--- config.mk ---
export PLATFORM = sky130hd
export DESIGN_NAME = ebb_bridge
export DESIGN_NICKNAME = d
export VERILOG_FILES = /design/src/include/ebb_pkg.sv /design/src/include/ebb_fifo_if.sv /design/src/rtl/ebb_fifo.sv /design/src/rtl/ebb_bridge.sv
export SDC_FILE = /design/constraint.sdc
export NUM_CORES = 1
export LEC_CHECK = 0
export BUFFER_PORTS_ARGS = -buffer_cell sky130_fd_sc_hd__buf_4
export CORE_MARGIN = 2
export CORE_UTILIZATION = 50
export CTS_CLUSTER_SIZE = 14
export DETAILED_ROUTE_END_ITERATION = 7
export PLACE_DENSITY_LB_ADDON = 0.12
export RECOVER_POWER = 25
export SETUP_SLACK_MARGIN = 0.2
export SYNTH_ARGS = -nofsm -noshare
export SYNTH_HDL_FRONTEND = slang
export SYNTH_HIERARCHICAL = 1
export SYNTH_SLANG_ARGS = --single-unit
--- constraint.sdc ---
create_clock -name clock_i -period 5.3 [get_ports clock_i]
set_input_delay 1.06 -clock clock_i [delete_from_list [all_inputs] [get_ports clock_i]]
set_output_delay 1.06 -clock clock_i [all_outputs]
set_load 0.02 [all_outputs]
--- src/include/ebb_pkg.sv ---
// Constants, types and helpers for the EPP to backplane bridge
// Notes on behaviour
// - Handshake line idles low, rises to ack strobe fall, drops on rise.
// - All host port inputs are resynchronised to the backplane clock.
// - Address bits 7-4 pick the slot, bits 3-0 go to address bus.
// - Sixteen active-low slot enables; only the decoded slot is asserted.
// - A 4-bit register address bus is shared by all cards.
// - Backplane direction low for writes, high for reads, following host.
// - One active-low transfer strobe, one clock wide, per data cycle.
// - Backplane signals change and are sampled on the rising clock edge.
// - Slot enables and address change only on host address writes.
// - Old slot enable drops several clocks before the new one asserts.
// - Every address write drops slot enable; cards reset byte pointers.
// - Read mode: card drives the bus; write mode: only the bridge drives.
// - Drivers wait one clock after a direction change before enabling.
// - Each backplane transfer is one byte; wider values use byte runs.
// - A read from an empty slot returns all ones.
// - An address register latches address writes and reads them back.
// - Host init line low resets the bridge to idle.
package ebb_pkg;

  localparam int DATA_W     = 8;
  localparam int NSLOT      = 16;
  localparam int FIFO_DEPTH = 4;
  localparam int SLOT_MSB   = 7;
  localparam int SLOT_LSB   = 4;
  localparam int REG_MSB    = 3;
  localparam int REG_LSB    = 0;

  localparam logic [1:0]  SEL_GAP_CYC  = 2'h3;
  localparam logic [1:0]  READ_LAT_CYC = 2'h2;
  localparam logic [7:0]  IDLE_BUS     = 8'hFF;
  localparam logic [7:0]  ADDR_RST     = 8'h00;
  localparam logic [15:0] SEL_NONE     = 16'hFFFF;
  localparam logic        DIR_READ     = 1'b1;
  localparam logic        DIR_WRITE    = 1'b0;

  typedef enum logic [2:0] {
    ST_IDLE,
    ST_AGAP,
    ST_RTURN,
    ST_RWAIT,
    ST_ACK
  } ebb_state_e;

  // Active-low one-cold slot enable for a slot number
  function automatic logic [15:0] ebb_slot_dec(input logic [3:0] slot);
    logic [15:0] v;
    v = SEL_NONE;
    v[slot] = 1'b0;
    return v;
  endfunction

endpackage

--- src/include/ebb_fifo_if.sv ---
// Valid/ready carrier between the bridge and its write byte FIFO
`timescale 1ns/1ns
interface ebb_fifo_if #(parameter int W = 8);
  logic         in_valid;
  logic         in_ready;
  logic [W-1:0] in_data;
  logic         out_valid;
  logic         out_ready;
  logic [W-1:0] out_data;

  modport fifo (input in_valid, in_data, out_ready,
                output in_ready, out_valid, out_data);
  modport user (output in_valid, in_data, out_ready,
                input in_ready, out_valid, out_data);
endinterface

--- src/rtl/ebb_fifo.sv ---
// Small first-in first-out byte buffer with valid/ready on both sides
`timescale 1ns/1ns
module ebb_fifo
  import ebb_pkg::*;
#(
  parameter int W = 8,
  parameter int D = 4
) (
  // Clock and reset
  input  wire logic clock_i,
  input  wire logic rst_i,
  // Buffer ports
  ebb_fifo_if.fifo  f
);
  localparam int PW = $clog2(D);
  localparam int CW = $clog2(D + 1);
  localparam logic [CW-1:0] FULL_CNT = CW'(D);

  logic [W-1:0]  mem [D];
  logic [PW-1:0] wr_ptr_reg, wr_ptr_next;
  logic [PW-1:0] rd_ptr_reg, rd_ptr_next;
  logic [CW-1:0] cnt_reg, cnt_next;
  logic          do_push, do_pop;

  assign f.in_ready  = (cnt_reg != FULL_CNT);
  assign f.out_valid = (cnt_reg != '0);
  assign f.out_data  = mem[rd_ptr_reg];

  // Pointers wrap at the depth, which need not be a power of two
  always_comb begin
    do_push     = f.in_valid && f.in_ready;
    do_pop      = f.out_valid && f.out_ready;
    wr_ptr_next = wr_ptr_reg;
    rd_ptr_next = rd_ptr_reg;
    cnt_next    = cnt_reg;
    if (do_push) begin
      wr_ptr_next = (wr_ptr_reg == PW'(D - 1)) ? '0 : wr_ptr_reg + 1'b1;
    end
    if (do_pop) begin
      rd_ptr_next = (rd_ptr_reg == PW'(D - 1)) ? '0 : rd_ptr_reg + 1'b1;
    end
    if (do_push && !do_pop) begin
      cnt_next = cnt_reg + 1'b1;
    end else if (do_pop && !do_push) begin
      cnt_next = cnt_reg - 1'b1;
    end
  end

  always_ff @(posedge clock_i) begin
    if (rst_i) begin
      wr_ptr_reg <= '0;
      rd_ptr_reg <= '0;
      cnt_reg    <= '0;
    end else begin
      wr_ptr_reg <= wr_ptr_next;
      rd_ptr_reg <= rd_ptr_next;
      cnt_reg    <= cnt_next;
    end
  end

  always_ff @(posedge clock_i) begin
    if (do_push) begin
      mem[wr_ptr_reg] <= f.in_data;
    end
  end
endmodule

--- src/rtl/ebb_bridge.sv ---
// EPP host port to synchronous card backplane bridge
`timescale 1ns/1ns
module ebb_bridge
  import ebb_pkg::*;
(
  // Clock and reset
  input  wire logic              clock_i,
  input  wire logic              rst_i,
  // Host parallel port
  input  wire logic              host_init_n_i,
  input  wire logic              host_as_n_i,
  input  wire logic              host_ds_n_i,
  input  wire logic              host_write_n_i,
  input  wire logic [DATA_W-1:0] host_data_i,
  output logic      [DATA_W-1:0] host_data_o,
  output logic                   host_data_oe_n_o,
  output logic                   host_wait_o,
  // Backplane
  output logic      [NSLOT-1:0]  per_slot_enable_n_o,
  output logic      [3:0]        bp_addr_o,
  output logic                   bp_read_o,
  output logic                   bp_strobe_n_o,
  input  wire logic [DATA_W-1:0] bp_data_i,
  output logic      [DATA_W-1:0] bp_data_o,
  output logic                   bp_data_oe_n_o
);

  // Synchronisers
  logic              init_s1, init_s2;
  logic              as_s1, as_s2;
  logic              ds_s1, ds_s2;
  logic              wr_s1, wr_s2;
  logic [DATA_W-1:0] hd_s1, hd_s2;
  logic              rst;

  // Control state
  ebb_state_e        state_reg, state_next;
  logic [1:0]        cnt_reg, cnt_next;
  logic              wait_reg, wait_next;
  logic [DATA_W-1:0] hd_reg, hd_next;
  logic              hd_oe_n_reg, hd_oe_n_next;
  logic [7:0]        addr_reg, addr_next;
  logic [NSLOT-1:0]  sel_reg, sel_next;
  logic              dir_reg, dir_next;
  logic              rstb_req;

  // Backplane drive state
  logic              stb_n_reg, stb_n_next;
  logic [DATA_W-1:0] bd_reg, bd_next;
  logic              bd_oe_n_reg, bd_oe_n_next;
  logic              pop;
  logic              push;
  logic              drain_idle;

  ebb_fifo_if #(.W(DATA_W)) f ();

  ebb_fifo #(
    .W (DATA_W),
    .D (FIFO_DEPTH)
  ) u_fifo (
    .clock_i (clock_i),
    .rst_i   (rst),
    .f       (f)
  );

  // Pins are async to the backplane clock; data is sampled with strobes
  always_ff @(posedge clock_i) begin
    if (rst_i) begin
      init_s1 <= 1'b1;
      init_s2 <= 1'b1;
      as_s1   <= 1'b1;
      as_s2   <= 1'b1;
      ds_s1   <= 1'b1;
      ds_s2   <= 1'b1;
      wr_s1   <= 1'b1;
      wr_s2   <= 1'b1;
      hd_s1   <= '0;
      hd_s2   <= '0;
    end else begin
      init_s1 <= host_init_n_i;
      init_s2 <= init_s1;
      as_s1   <= host_as_n_i;
      as_s2   <= as_s1;
      ds_s1   <= host_ds_n_i;
      ds_s2   <= ds_s1;
      wr_s1   <= host_write_n_i;
      wr_s2   <= wr_s1;
      hd_s1   <= host_data_i;
      hd_s2   <= hd_s1;
    end
  end

  assign rst = rst_i || !init_s2;

  // No address write or backplane read until every queued write byte has been strobed out
  assign drain_idle = !f.out_valid && stb_n_reg;
  assign f.in_valid = push;
  assign f.in_data  = hd_s2;
  assign f.out_ready = pop;

  // Host handshake and addressing
  always_comb begin
    state_next   = state_reg;
    cnt_next     = cnt_reg;
    wait_next    = wait_reg;
    hd_next      = hd_reg;
    hd_oe_n_next = hd_oe_n_reg;
    addr_next    = addr_reg;
    sel_next     = sel_reg;
    dir_next     = dir_reg;
    rstb_req     = 1'b0;
    push         = 1'b0;
    case (state_reg)
      ST_IDLE: begin
        if (!as_s2 && !wr_s2) begin
          if (drain_idle) begin
            sel_next  = SEL_NONE;
            addr_next = hd_s2;
            cnt_next  = SEL_GAP_CYC;
            state_next = ST_AGAP;
          end
        end else if (!as_s2 && wr_s2) begin
          hd_next      = addr_reg;
          hd_oe_n_next = 1'b0;
          wait_next    = 1'b1;
          state_next   = ST_ACK;
        end else if (!ds_s2 && !wr_s2) begin
          dir_next = DIR_WRITE;
          // FIFO full holds the handshake off until a byte drains
          if (f.in_ready) begin
            push       = 1'b1;
            wait_next  = 1'b1;
            state_next = ST_ACK;
          end
        end else if (!ds_s2 && wr_s2) begin
          if (drain_idle) begin
            dir_next   = DIR_READ;
            state_next = ST_RTURN;
          end
        end
      end
      ST_AGAP: begin
        cnt_next = cnt_reg - 1'b1;
        if (cnt_reg == 2'h1) begin
          sel_next   = ebb_slot_dec(addr_reg[SLOT_MSB:SLOT_LSB]);
          wait_next  = 1'b1;
          state_next = ST_ACK;
        end
      end
      ST_RTURN: begin
        // One clock for the card to turn its drivers on
        cnt_next   = READ_LAT_CYC;
        state_next = ST_RWAIT;
      end
      ST_RWAIT: begin
        cnt_next = cnt_reg - 1'b1;
        if (cnt_reg == 2'h1) begin
          hd_next      = sel_reg == SEL_NONE ? IDLE_BUS : bp_data_i;
          hd_oe_n_next = 1'b0;
          rstb_req     = 1'b1;
          wait_next    = 1'b1;
          state_next   = ST_ACK;
        end
      end
      ST_ACK: begin
        if (as_s2 && ds_s2) begin
          wait_next    = 1'b0;
          hd_oe_n_next = 1'b1;
          state_next   = ST_IDLE;
        end
      end
      default: begin
        state_next = ST_IDLE;
      end
    endcase
  end

  always_ff @(posedge clock_i) begin
    if (rst) begin
      state_reg   <= ST_IDLE;
      cnt_reg     <= '0;
      wait_reg    <= 1'b0;
      hd_reg      <= '0;
      hd_oe_n_reg <= 1'b1;
      addr_reg    <= ADDR_RST;
      sel_reg     <= SEL_NONE;
      dir_reg     <= DIR_READ;
    end else begin
      state_reg   <= state_next;
      cnt_reg     <= cnt_next;
      wait_reg    <= wait_next;
      hd_reg      <= hd_next;
      hd_oe_n_reg <= hd_oe_n_next;
      addr_reg    <= addr_next;
      sel_reg     <= sel_next;
      dir_reg     <= dir_next;
    end
  end

  // Backplane write drain and strobes
  always_comb begin
    // Strobe stays high between bytes so each one is a separate pulse
    pop          = f.out_valid && !bd_oe_n_reg && stb_n_reg;
    stb_n_next   = !(pop || rstb_req);
    bd_next      = pop ? f.out_data : bd_reg;
    // Off on the edge read starts, on one clock after write starts
    bd_oe_n_next = dir_next || dir_reg;
  end

  always_ff @(posedge clock_i) begin
    if (rst) begin
      stb_n_reg   <= 1'b1;
      bd_reg      <= IDLE_BUS;
      bd_oe_n_reg <= 1'b1;
    end else begin
      stb_n_reg   <= stb_n_next;
      bd_reg      <= bd_next;
      bd_oe_n_reg <= bd_oe_n_next;
    end
  end

  assign host_data_o         = hd_reg;
  assign host_data_oe_n_o    = hd_oe_n_reg;
  assign host_wait_o         = wait_reg;
  assign per_slot_enable_n_o = sel_reg;
  assign bp_addr_o           = addr_reg[REG_MSB:REG_LSB];
  assign bp_read_o           = dir_reg;
  assign bp_strobe_n_o       = stb_n_reg;
  assign bp_data_o           = bd_reg;
  assign bp_data_oe_n_o      = bd_oe_n_reg;
endmodule

==> results of run 1 <==
per-stage QoR:
stage / area (um^2) / cells / util
after floorplan: 4460 / 385 / -
after global placement: 4930 / 531 / 0.568
after detailed placement: 4930 / 531 / 0.568
after CTS: 5500 / 563 / 0.633
after global routing: 5490 / 563 / 0.633
final: 5490 / 563 / 0.633
cells by family after synthesis:
group,share of synthesized area
and+or+nand+nor,0.172
DFF,0.588
AOI/OAI and AO/OA,0.107
buffers and inverters,0.0401
muxes,0.0651
adders and majority gates,0.0241
xor gates and xnor gates,0.00393
layer usage:
metal,GRT usage,vias to the layer above
met3,0.0589,6
met2,0.307,98
met1,0.288,1489
met5,0,-
met4,0.0695,0
li1,-,1500
Yosys cell counts, drive strengths merged (2+ instances only):
cell type and count:
mux4 8, mux2i 11, nor3 4, nand4 4, nand2 25, a22o 8
o21ai 4, a31oi 16, and3 7, or3 4, nand2b 3, nor2 30
nor3b 2, a211oi 16, nand3 13, and2 4, edfxtp 32, o31ai 2
a21oi 13, inv 10, ha 7, or2 9, clkbuf 9, nor2b 24
nor4b 2, dfxtp 83, nor4 4, buf 16, xor2 2
power by group through the flow:
stage / Combinational, mW / Clock (mW) / Sequential [mW]
after CTS: 0.0618 / 1.08 / 0.926
after global placement: 0.0601 / 0 / 0.944
after global routing: 0.0680 / 1.12 / 0.927
after detailed placement: 0.0613 / 0 / 0.945
after floorplan: 0.0418 / 0 / 0.939
final: 0.0611 / 1.06 / 0.926
worst min-delay path by stage:
stage / start / endpoint / cells past startpoint
after CTS: init_s1 / init_s2 / 1
after global placement: init_s1 / init_s2 / 1
final: init_s1 / init_s2 / 1
after detailed placement: init_s1 / init_s2 / 1
after floorplan: as_s1 / as_s2 / 1
after global routing: wr_s1 / wr_s2 / 1
final cells by class:
type / instances / area [um^2]
inverters: 11 / 41.3
flip-flops and latches: 115 / 2620
well taps: 108 / 135
repair buffers: 63 / 469
multi-input cells: 234 / 1660
clock inverters: 14 / 125
fillers: 702 / 3190
clock buffers: 18 / 439
==> run_results.csv, run 1 <==
group,metric,value,unit
status,status,"completed",
clocking,post_cts_buffers,0,
logic_synthesis,synth_top_cell_by_area,"dfxtp_1",
pwr,p_sw_frac,0.222,
timing,fin_crit,3.15,ns
setup_path,crit_chain,"or3_2 -> nand2_1 -> or2_2 -> clkinv_1 -> o31ai_1 -> ha_1 -> inv_1 -> fa_1 -> xor2_1 -> or3_2 -> a21oi_1",
logic_synthesis,async_reset_ff_frac,0,
floorplan,core_area,0.00868,mm^2
global_routing,grt_pass1_vias,3085,
setup_path,critPathTopFamily,"simple AND/OR/NAND/NOR gates",
setup_path,crit_required,5.72,ns
detailed_routing,route.met3.wl,484,um
timing,max_freq,317,MHz
setup_path,end_kind,"register",
setup_path,crit_path_start_kind,"register",
timing,slew_viol_final,0,
timing,fin_skew,0.0142,ns
pwr,fin_total_pwr,2.05,mW
logic_synthesis,syn_area_per_cell,11.6,um^2
logic_synthesis,synth_ff_type,"dfxtp_1",
final_layout,nNetsFinal,472,
logic_synthesis,yosysSeqAreaShare,0.588,
timing,hold_ws,0.408,ns
setup_path,r2r_start,"u_fifo/cnt_reg[1]",
final_layout,n_antenna_cell,0,
final_layout,layout-drive-gt1-share,0.279,
logic_synthesis,yosys-top-cells-area,"dfxtp_1 37%, edfxtp_1 22%, mux4_2 4.0%, nor2b_1 3.4%, a211oi_1 2.7%",
floorplan,fp.dieH,98.5,um
logic_synthesis,syn_nets,415,
detailed_routing,vias,3093,
detailed_routing,routed_via_density,5.49,
global_routing,globalRouteOverflowTotal,0,
clocking,cts-resized-gates,0,
timing,rsz0062_at_grt,"no",
hold_path,hold_path_class,"register to register",
setup_path,slowest_stage,"or3_2",
final_layout,regMostFlops,"u_fifo/mem",
setup_path,crit_top_cell,"or3_2",
clocking,cts_made_buffers,17,
detailed_routing,drcViolationCount,0,
global_routing,grt_pass1_wl,15500,um
clocking,path_clk_slew,0.06,ns
timing,setup_tns,0,ns
detailed_routing,wirelength,9250,um
final_layout,final_common_cell,"dfxtp_1",
detailed_routing,wl_met2,4280,um
final_layout,final_cell_mix,"83 x dfxtp_1, 62 x buf_4, 32 x edfxtp_1, 29 x nor2_1, 25 x nand2_1",
logic_synthesis,synth_top_area_frac,0.373,
setup_path,r2r_cells,11,
setup_path,crit_cells,11,
logic_synthesis,mappedNetlistArea,0.00446,mm^2
timing,worst_pin_slew,1.12,ns
pwr,p_int,1.59,mW
logic_synthesis,synth_cell_types,56,
setup_path,r2r_slack,2.15,ns
floorplan,start_util,0.514,
timing,setup_viol,0,
clocking,cts_tree,"done",
pwr,seqPwrFrac,0.452,
timing,hold_violations,0,
logic_synthesis,synth_cells,385,
setup_path,cpPeakStageDelay,0.54,ns
setup_path,path_buf_inv,2,
setup_path,critPathLaunch,"u_fifo/cnt_reg[1]",
clocking,clk_latency,0.51,ns
final_layout,area_growth,23.1,%
setup_path,path_class,"register to register",
logic_synthesis,synth_edf_count,32,
logic_synthesis,synth_warnings,6,
floorplan,core.rowCount,34,
global_routing,antenna_found_initial,0,
timing,finalCritPeriodShare,0.595,
pwr,power_density,373,mW/mm^2
setup_path,cp-endpoint,"u_fifo/cnt_reg[2]",
timing,fin_ws,2.15,ns
clocking,postCtsHoldBufs,0,
setup_path,r2r_end,"u_fifo/cnt_reg[2]",
floorplan,io_pins,63,
final_layout,largest_reg_flops,32,
floorplan,die_x,98.5,um
pwr,vdd_drop_max,0.000231,V
global_routing,grt_max_degree,43,
pwr,switching_power,455,uW
pwr,clkPwrFrac,0.518,
place,portBuffers,62,
logic_synthesis,postSynthRegisterBits,115,
detailed_routing,highest_layer,"met4",
place,hpwl,6260,um
global_routing,gr-usage-all-layers,0.205,
pwr,leakage,2.22,nW
clocking,cts_root_buffer,"clkbuf_8",
detailed_routing,wl_per_cell,16.4,um
detailed_routing,drt_pre_antenna_iters,4,
clocking,clock_path_buffers,2,
setup_path,path_max_fanout,10,
job,drv_cap,0,
setup_path,worstPathArrival,3.58,ns
detailed_routing,ant_nets,0,
place,dp_slack,2.14,ns
timing,timing.slew.headroom,0.252,
floorplan,die-area,0.00969,mm^2
clocking,cts_num_sinks,115,
place,gp_congestion,0.817,
clocking,h-tree-depth,4,
detailed_routing,met1_length,4410,um
pwr,comb_power_share,0.030,
detailed_routing,initialDrtViolationCount,162,
Power figures use the tool's default switching activity.
==> run 2, diff against run 1 <==
clock period = 2.55 ns   (was 5.3 ns; I/O delays follow)
==> run_results.csv, run 2 (synthesis results as in run 1) <==
group,metric,value,unit
status,status,"completed",
pwr,power_density,747,mW/mm^2
job,drv_cap,0,
clocking,clock_path_buffers,2,
timing,fin_crit,2.42,ns
clocking,cts_made_buffers,17,
detailed_routing,initialDrtViolationCount,122,
global_routing,grt_pass1_vias,3198,
pwr,fin_total_pwr,4.29,mW
place,portBuffers,62,
final_layout,regMostFlops,"u_fifo/mem",
final_layout,layoutNonFillerInstCount,587,
pwr,seqPwrFrac,0.447,
detailed_routing,ant_nets,0,
final_layout,area_growth,28.8,%
setup_path,slowest_stage,"or3_4",
place,place_inst,543,
hold_path,holdPathStages,2,
final_layout,nNetsFinal,496,
pwr,p_int,3.35,mW
pwr,clkPwrFrac,0.518,
timing,slew_viol_final,0,
floorplan,die_x,98.5,um
timing,finalCritPeriodShare,0.948,
global_routing,gr-usage-all-layers,0.214,
pwr,p_sw_frac,0.220,
setup_path,path_class,"register to register",
clocking,cts_tree,"done",
pwr,switching_power,944,uW
hold_path,min_to,"as_s1",
floorplan,fp.dieH,98.5,um
global_routing,antenna_found_initial,0,
detailed_routing,vias,3142,
setup_path,crit_path_start_kind,"register",
floorplan,io_pins,63,
timing,setup_tns,0,ns
setup_path,crit_chain,"or3_4 -> nor4_4 -> and2_4 -> and2_4 -> ha_4 -> inv_2 -> fa_2 -> xor2_1 -> or3_4 -> a21oi_2",
clocking,path_clk_slew,0.06,ns
clocking,cts_num_sinks,115,
final_layout,fin_util,0.662,
global_routing,grt_pass1_wl,16000,um
timing,max_freq,414,MHz
setup_path,end_kind,"register",
pwr,vdd_drop_max,0.000710,V
setup_path,r2r_start,"state_reg[0]",
timing,fin_skew,0.0124,ns
place,hpwl,6380,um
setup_path,cpPeakStageDelay,0.40,ns
detailed_routing,drt_pre_antenna_iters,4,
timing,timing.slew.headroom,0.349,
timing,rsz0062_at_grt,"yes",
setup_path,crit_required,2.99,ns
final_layout,final_common_cell,"buf_4",
detailed_routing,routed_via_density,5.35,
clocking,h-tree-depth,4,
detailed_routing,wl_per_cell,16.4,um
setup_path,r2r_end,"u_fifo/cnt_reg[2]",
hold_path,hold_path_class,"input port to register",
final_layout,largest_reg_flops,32,
timing,worst_pin_slew,0.977,ns
hold_path,worst_hold_startpoint,"host_as_n_i",
final_layout,final_cell_mix,"86 x buf_4, 81 x dfxtp_1, 32 x edfxtp_1, 29 x nor2_1, 25 x nand2_1",
final_layout,n_antenna_cell,0,
timing,hold_violations,0,
pwr,comb_power_share,0.036,
floorplan,core_area,0.00868,mm^2
global_routing,grt_max_degree,36,
clocking,cts_root_buffer,"clkbuf_8",
final_layout,fillers,658,
timing,setup_viol,0,
global_routing,globalRouteOverflowTotal,0,
setup_path,path_max_fanout,2,
pwr,leakage,2.36,nW
clocking,postCtsHoldBufs,0,
final_layout,layout-drive-gt1-share,0.336,
detailed_routing,wirelength,9650,um
setup_path,worstPathArrival,2.86,ns
setup_path,critPathTopFamily,"simple AND/OR/NAND/NOR gates",
place,gp_congestion,0.799,
floorplan,start_util,0.514,
detailed_routing,drcViolationCount,0,
setup_path,r2r_cells,10,
clocking,clk_latency,0.51,ns
floorplan,die-area,0.00969,mm^2
setup_path,path_buf_inv,1,
floorplan,core.rowCount,34,
setup_path,r2r_slack,0.13,ns
==> run 2: changes by cell type in the layout (fill, tap and decap cells not counted), sizes merged <==
cell      delta
buf         +24
bufinv       -1
clkbuf       +3
clkinv       +1
clkinvlp     -2
inv          -1
==> run 2: worst max path at each step <==
stage / from / to / slack (ns) / cells after the start
floorplan: state_reg[2] / u_fifo/cnt_reg[2] / -0.03 / 11
global placement: state_reg[2] / u_fifo/cnt_reg[2] / 0.08 / 10
detailed placement: state_reg[2] / u_fifo/cnt_reg[2] / -0.003 / 10
CTS: state_reg[0] / u_fifo/cnt_reg[2] / 0.17 / 10
global route: state_reg[0] / u_fifo/cnt_reg[2] / 0.02 / 10
finish: state_reg[0] / u_fifo/cnt_reg[2] / 0.13 / 10
==> run 2: area by class of cell <==
class | instances | area [um^2] | share of cell area
clock buffers | 21 | 493 | 0.0858
flip-flops and latches | 115 | 2630 | 0.457
well taps | 108 | 135 | 0.0235
multi-input cells | 234 | 1710 | 0.297
repair buffers | 87 | 649 | 0.113
clock inverters | 11 | 87.6 | 0.0152
inverters | 11 | 46.3 | 0.00806
==> run 2: repair_timing <==
action / CTS / global route
setup endpoints to repair: 1 / 1
resized for setup: 3 / 0
setup buffers: 12 / 0
cloned: 0 / 0
pin swaps: 5 / 0
==> run 2: worst register-to-register path, delay by kind of cell, from the launching register on <==
family          cells  cell delay, ns
fa+ha+maj           2            0.48
xor+xnor            1            0.15
buf+inv             1            0.04
flops               1            0.31
simple gates        5            1.24
compound gates      1            0.12
==> run 2: metal layers <==
layer / routed length, um / vias to the layer above / track usage
met5: 0 / - / 0
met4: 112 / 0 / 0.0832
met3: 488 / 7 / 0.0660
met2: 4790 / 79 / 0.355
met1: 4260 / 1507 / 0.261
li1: - / 1549 / -
==> run 2: power groups by stage <==
| stage | clock (mW) | sequential (mW) | combinational, mW |
|---|---|---|---|
| 2_1_floorplan | 0 | 1.95 | 0.0908 |
| 6_report | 2.22 | 1.92 | 0.153 |
| 5_1_grt | 2.35 | 1.92 | 0.169 |
| 4_1_cts | 2.26 | 1.92 | 0.154 |
| 3_3_place_gp | 0 | 1.95 | 0.143 |
| 3_5_place_dp | 0 | 1.96 | 0.146 |
==> run 2: through the flow <==
step | area [um^2] | hold WS (ns) | worst slack, ns
after floorplan | 4530 | 0.389 | -0.0302
final | 5740 | 0.183 | 0.132
after global placement | 5060 | 0.392 | 0.0810
after CTS | 5750 | 0.157 | 0.166
after detailed placement | 5060 | 0.397 | -0.00283
after global routing | 5740 | 0.164 | 0.0184
==> run 3, diff against run 2 <==
ABC_AREA = 1   (was default)
GPL_TIMING_DRIVEN = 0   (was default)
==> run_results.csv, run 3 <==
group,metric,value,unit
timing,max_freq,464,MHz
logic_synthesis,postSynthRegisterBits,115,
floorplan,io_pins,63,
logic_synthesis,synth_cell_types,35,
setup_path,cpPeakStageDelay,0.39,ns
logic_synthesis,synth_warnings,6,
detailed_routing,drcViolationCount,0,
setup_path,path_buf_inv,4,
clocking,cts_made_buffers,17,
detailed_routing,routed_via_density,4.88,
clocking,cts_tree,"done",
place,hpwl,7430,um
logic_synthesis,syn_area_per_cell,8.46,um^2
setup_path,path_class,"register to register",
status,status,"completed",
clocking,cts_root_buffer,"clkbuf_8",
final_layout,register_area,0.00263,mm^2
clocking,clock_path_buffers,2,
final_layout,n_antenna_cell,0,
timing,fin_skew,0.0125,ns
timing,timing.slew.headroom,0.460,
global_routing,globalRouteOverflowTotal,0,
pwr,vdd_drop_max,0.000696,V
floorplan,die-area,0.0105,mm^2
final_layout,area_growth,24.7,%
logic_synthesis,yosys-top-cells-area,"dfxtp_1 34%, edfxtp_1 20%, nand2_1 9.2%, nor2_1 6.0%, inv_1 5.9%",
clocking,h-tree-depth,4,
setup_path,crit_top_cell,"inv_1",
setup_path,crit_required,2.95,ns
timing,worst_pin_slew,0.808,ns
final_layout,layout-drive-gt1-share,0.223,
clocking,path_clk_slew,0.06,ns
detailed_routing,vias,3931,
pwr,leakage,2.83,nW
timing,finalCritPeriodShare,0.845,
clocking,postCtsHoldBufs,0,
setup_path,crit_path_start_kind,"register",
floorplan,core.rowCount,36,
hold_path,hold_path_class,"input port to register",
final_layout,final_common_cell,"nand2_1",
detailed_routing,wirelength,10200,um
setup_path,worstPathArrival,2.56,ns
timing,slew_viol_final,0,
logic_synthesis,synth_cells,576,
detailed_routing,initialDrtViolationCount,192,
logic_synthesis,yosysSeqAreaShare,0.538,
setup_path,path_max_fanout,7,
global_routing,grt_max_degree,17,
logic_synthesis,yosysMostFrequentCell,"nand2_1",
final_layout,fillers,842,
floorplan,fp.dieH,103,um
timing,setup_viol,0,
clocking,cts_num_sinks,115,
final_layout,final_cell_mix,"119 x nand2_1, 81 x dfxtp_1, 77 x inv_1, 77 x nor2_1, 70 x buf_4",
place,portBuffers,62,
detailed_routing,wl_per_cell,12.7,um
logic_synthesis,synth_ff_type,"dfxtp_1",
setup_path,critPathTopFamily,"simple AND/OR/NAND/NOR gates",
detailed_routing,ant_nets,0,
final_layout,largest_reg_flops,32,
floorplan,core_area,0.00959,mm^2
final_layout,regMostFlops,"u_fifo/mem",
global_routing,antenna_found_initial,0,
logic_synthesis,synth_edf_count,32,
pwr,fin_total_pwr,6.80,mW
logic_synthesis,mappedNetlistArea,0.00487,mm^2
setup_path,end_kind,"register",
detailed_routing,drt_pre_antenna_iters,4,
logic_synthesis,syn_nets,606,
place,placed_area,0.00550,mm^2
global_routing,gr-usage-all-layers,0.210,
clocking,clk_latency,0.51,ns
job,drv_cap,0,
final_layout,nNetsFinal,690,
timing,fin_crit,2.16,ns
final_layout,multiInputGateArea,0.00181,mm^2
timing,hold_violations,0,
pwr,power_density,1120,mW/mm^2
logic_synthesis,synth_top_cell_by_area,"dfxtp_1",
final_layout,final_area,0.00607,mm^2
timing,rsz0062_at_grt,"no",
place,gp_congestion,0.834,
logic_synthesis,synth_top_area_frac,0.341,
setup_path,slowest_stage,"fa_1",
setup_path,crit_chain,"nor2_2 -> nand2_2 -> nand3_1 -> nor2_2 -> nand2_2 -> inv_1 -> ha_1 -> inv_1 -> fa_1 -> inv_1 -> nand2_1 -> nand3_1 -> nand2_1 -> inv_1 -> nor2_1",
global_routing,grt_pass1_vias,3745,
logic_synthesis,async_reset_ff_frac,0,
global_routing,grt_pass1_wl,17000,um
floorplan,die_x,103,um
logic_synthesis,synth_common_cells,"119 x nand2_1, 83 x dfxtp_1, 78 x nor2_1",
floorplan,start_util,0.508,
-- run 3: cell types whose count changed in the layout (fill, tap and decap cells not counted), sizes merged, moves of 9 or more --
cell / delta
nand2: +103
inv: +71
nor2: +52
o21ai: +36
nand3: +32
nor2b: -24
a211oi: -16
a31oi: -15
mux2i: -11
a21oi: +10
o211ai: +10
buf: -9
-- run 3: where the power goes --
| part | internal [mW] | leakage (nW) | switching [mW] |
|---|---|---|---|
| registers | 2.15 | 0.976 | 0.214 |
| clock network | 1.30 | 0.264 | 0.812 |
| logic | 0.872 | 1.59 | 1.44 |
| total | 4.33 | 2.83 | 2.47 |
-- run 3: worst reg2reg max path, cell delays in order (launching register included) --
cell     delay, ns
dfxtp_2       0.38
nor2_2        0.07
nand2_2       0.10
nand3_1       0.13
nor2_2        0.18
nand2_2       0.13
inv_1         0.08
ha_1          0.16
inv_1         0.07
fa_1          0.39
inv_1         0.07
nand2_1       0.06
nand3_1       0.09
nand2_1       0.06
inv_1         0.05
nor2_1        0.04
-- run 3: kinds of logic (layout without fill, tap and decap cells) --
family	Yosys count	in the layout	synth area share
xor+xnor	1	1	0.00180
flops	115	115	0.538
fa+ha+maj	8	8	0.0221
simple gates	268	268	0.240
buf+inv	101	198	0.0912
compound gates	83	83	0.107
-- run 3: routing by layer --
metal,wire (um),part of all wire,track usage,up-vias
met5,0,0,0,-
met4,125,0.012,0.0903,0
met3,347,0.034,0.0414,12
met2,5060,0.50,0.360,84
met1,4680,0.46,0.257,1825
li1,-,-,-,2010
-- run 3: timing repair --
item,in CTS,in global routing
hold endpoints to repair,0,0
pin swaps,1,2
setup endpoints to repair,2,2
setup buffers,1,2
resized for setup,1,3
-- run 3: layout make-up --
cell class | count | share of cell area
Clock inverter | 14 | 0.0185
Tap cell | 133 | 0.0274
Clock buffer | 18 | 0.0705
Buffer | 17 | 0.0208
Timing Repair Buffer | 65 | 0.0797
Sequential cell | 115 | 0.432
Multi-Input combinational cell | 360 | 0.299
Inverter | 84 | 0.0523
-- run 3: path summary, 6_finish.rpt --
path | from | end | slack, ns | depth (start not counted)
max | u_fifo/cnt_reg[0] | u_fifo/cnt_reg[2] | 0.39 | 15
min | host_ds_n_i | ds_s1 | 0.19 | 2
max reg2reg | u_fifo/cnt_reg[0] | u_fifo/cnt_reg[2] | 0.39 | 15
min reg2reg | hd_s1[3] | f.in_data[3] | 0.40 | 2
-- run 3: through the flow --
| stage | util | TNS (ns) | hold WS [ns] | std cells | setup slack (ns) |
|---|---|---|---|---|---|
| 2_1_floorplan | - | 0 | 0.388 | 576 | 0.401 |
| 3_3_place_gp | 0.574 | 0 | 0.390 | 771 | 0.0358 |
| 3_5_place_dp | 0.574 | -0.0992 | 0.395 | 771 | -0.0992 |
| 4_1_cts | 0.631 | 0 | 0.161 | 804 | 0.313 |
| 5_1_grt | 0.633 | 0 | 0.170 | 806 | 0.238 |
| 6_report | 0.633 | 0 | 0.185 | 806 | 0.395 |
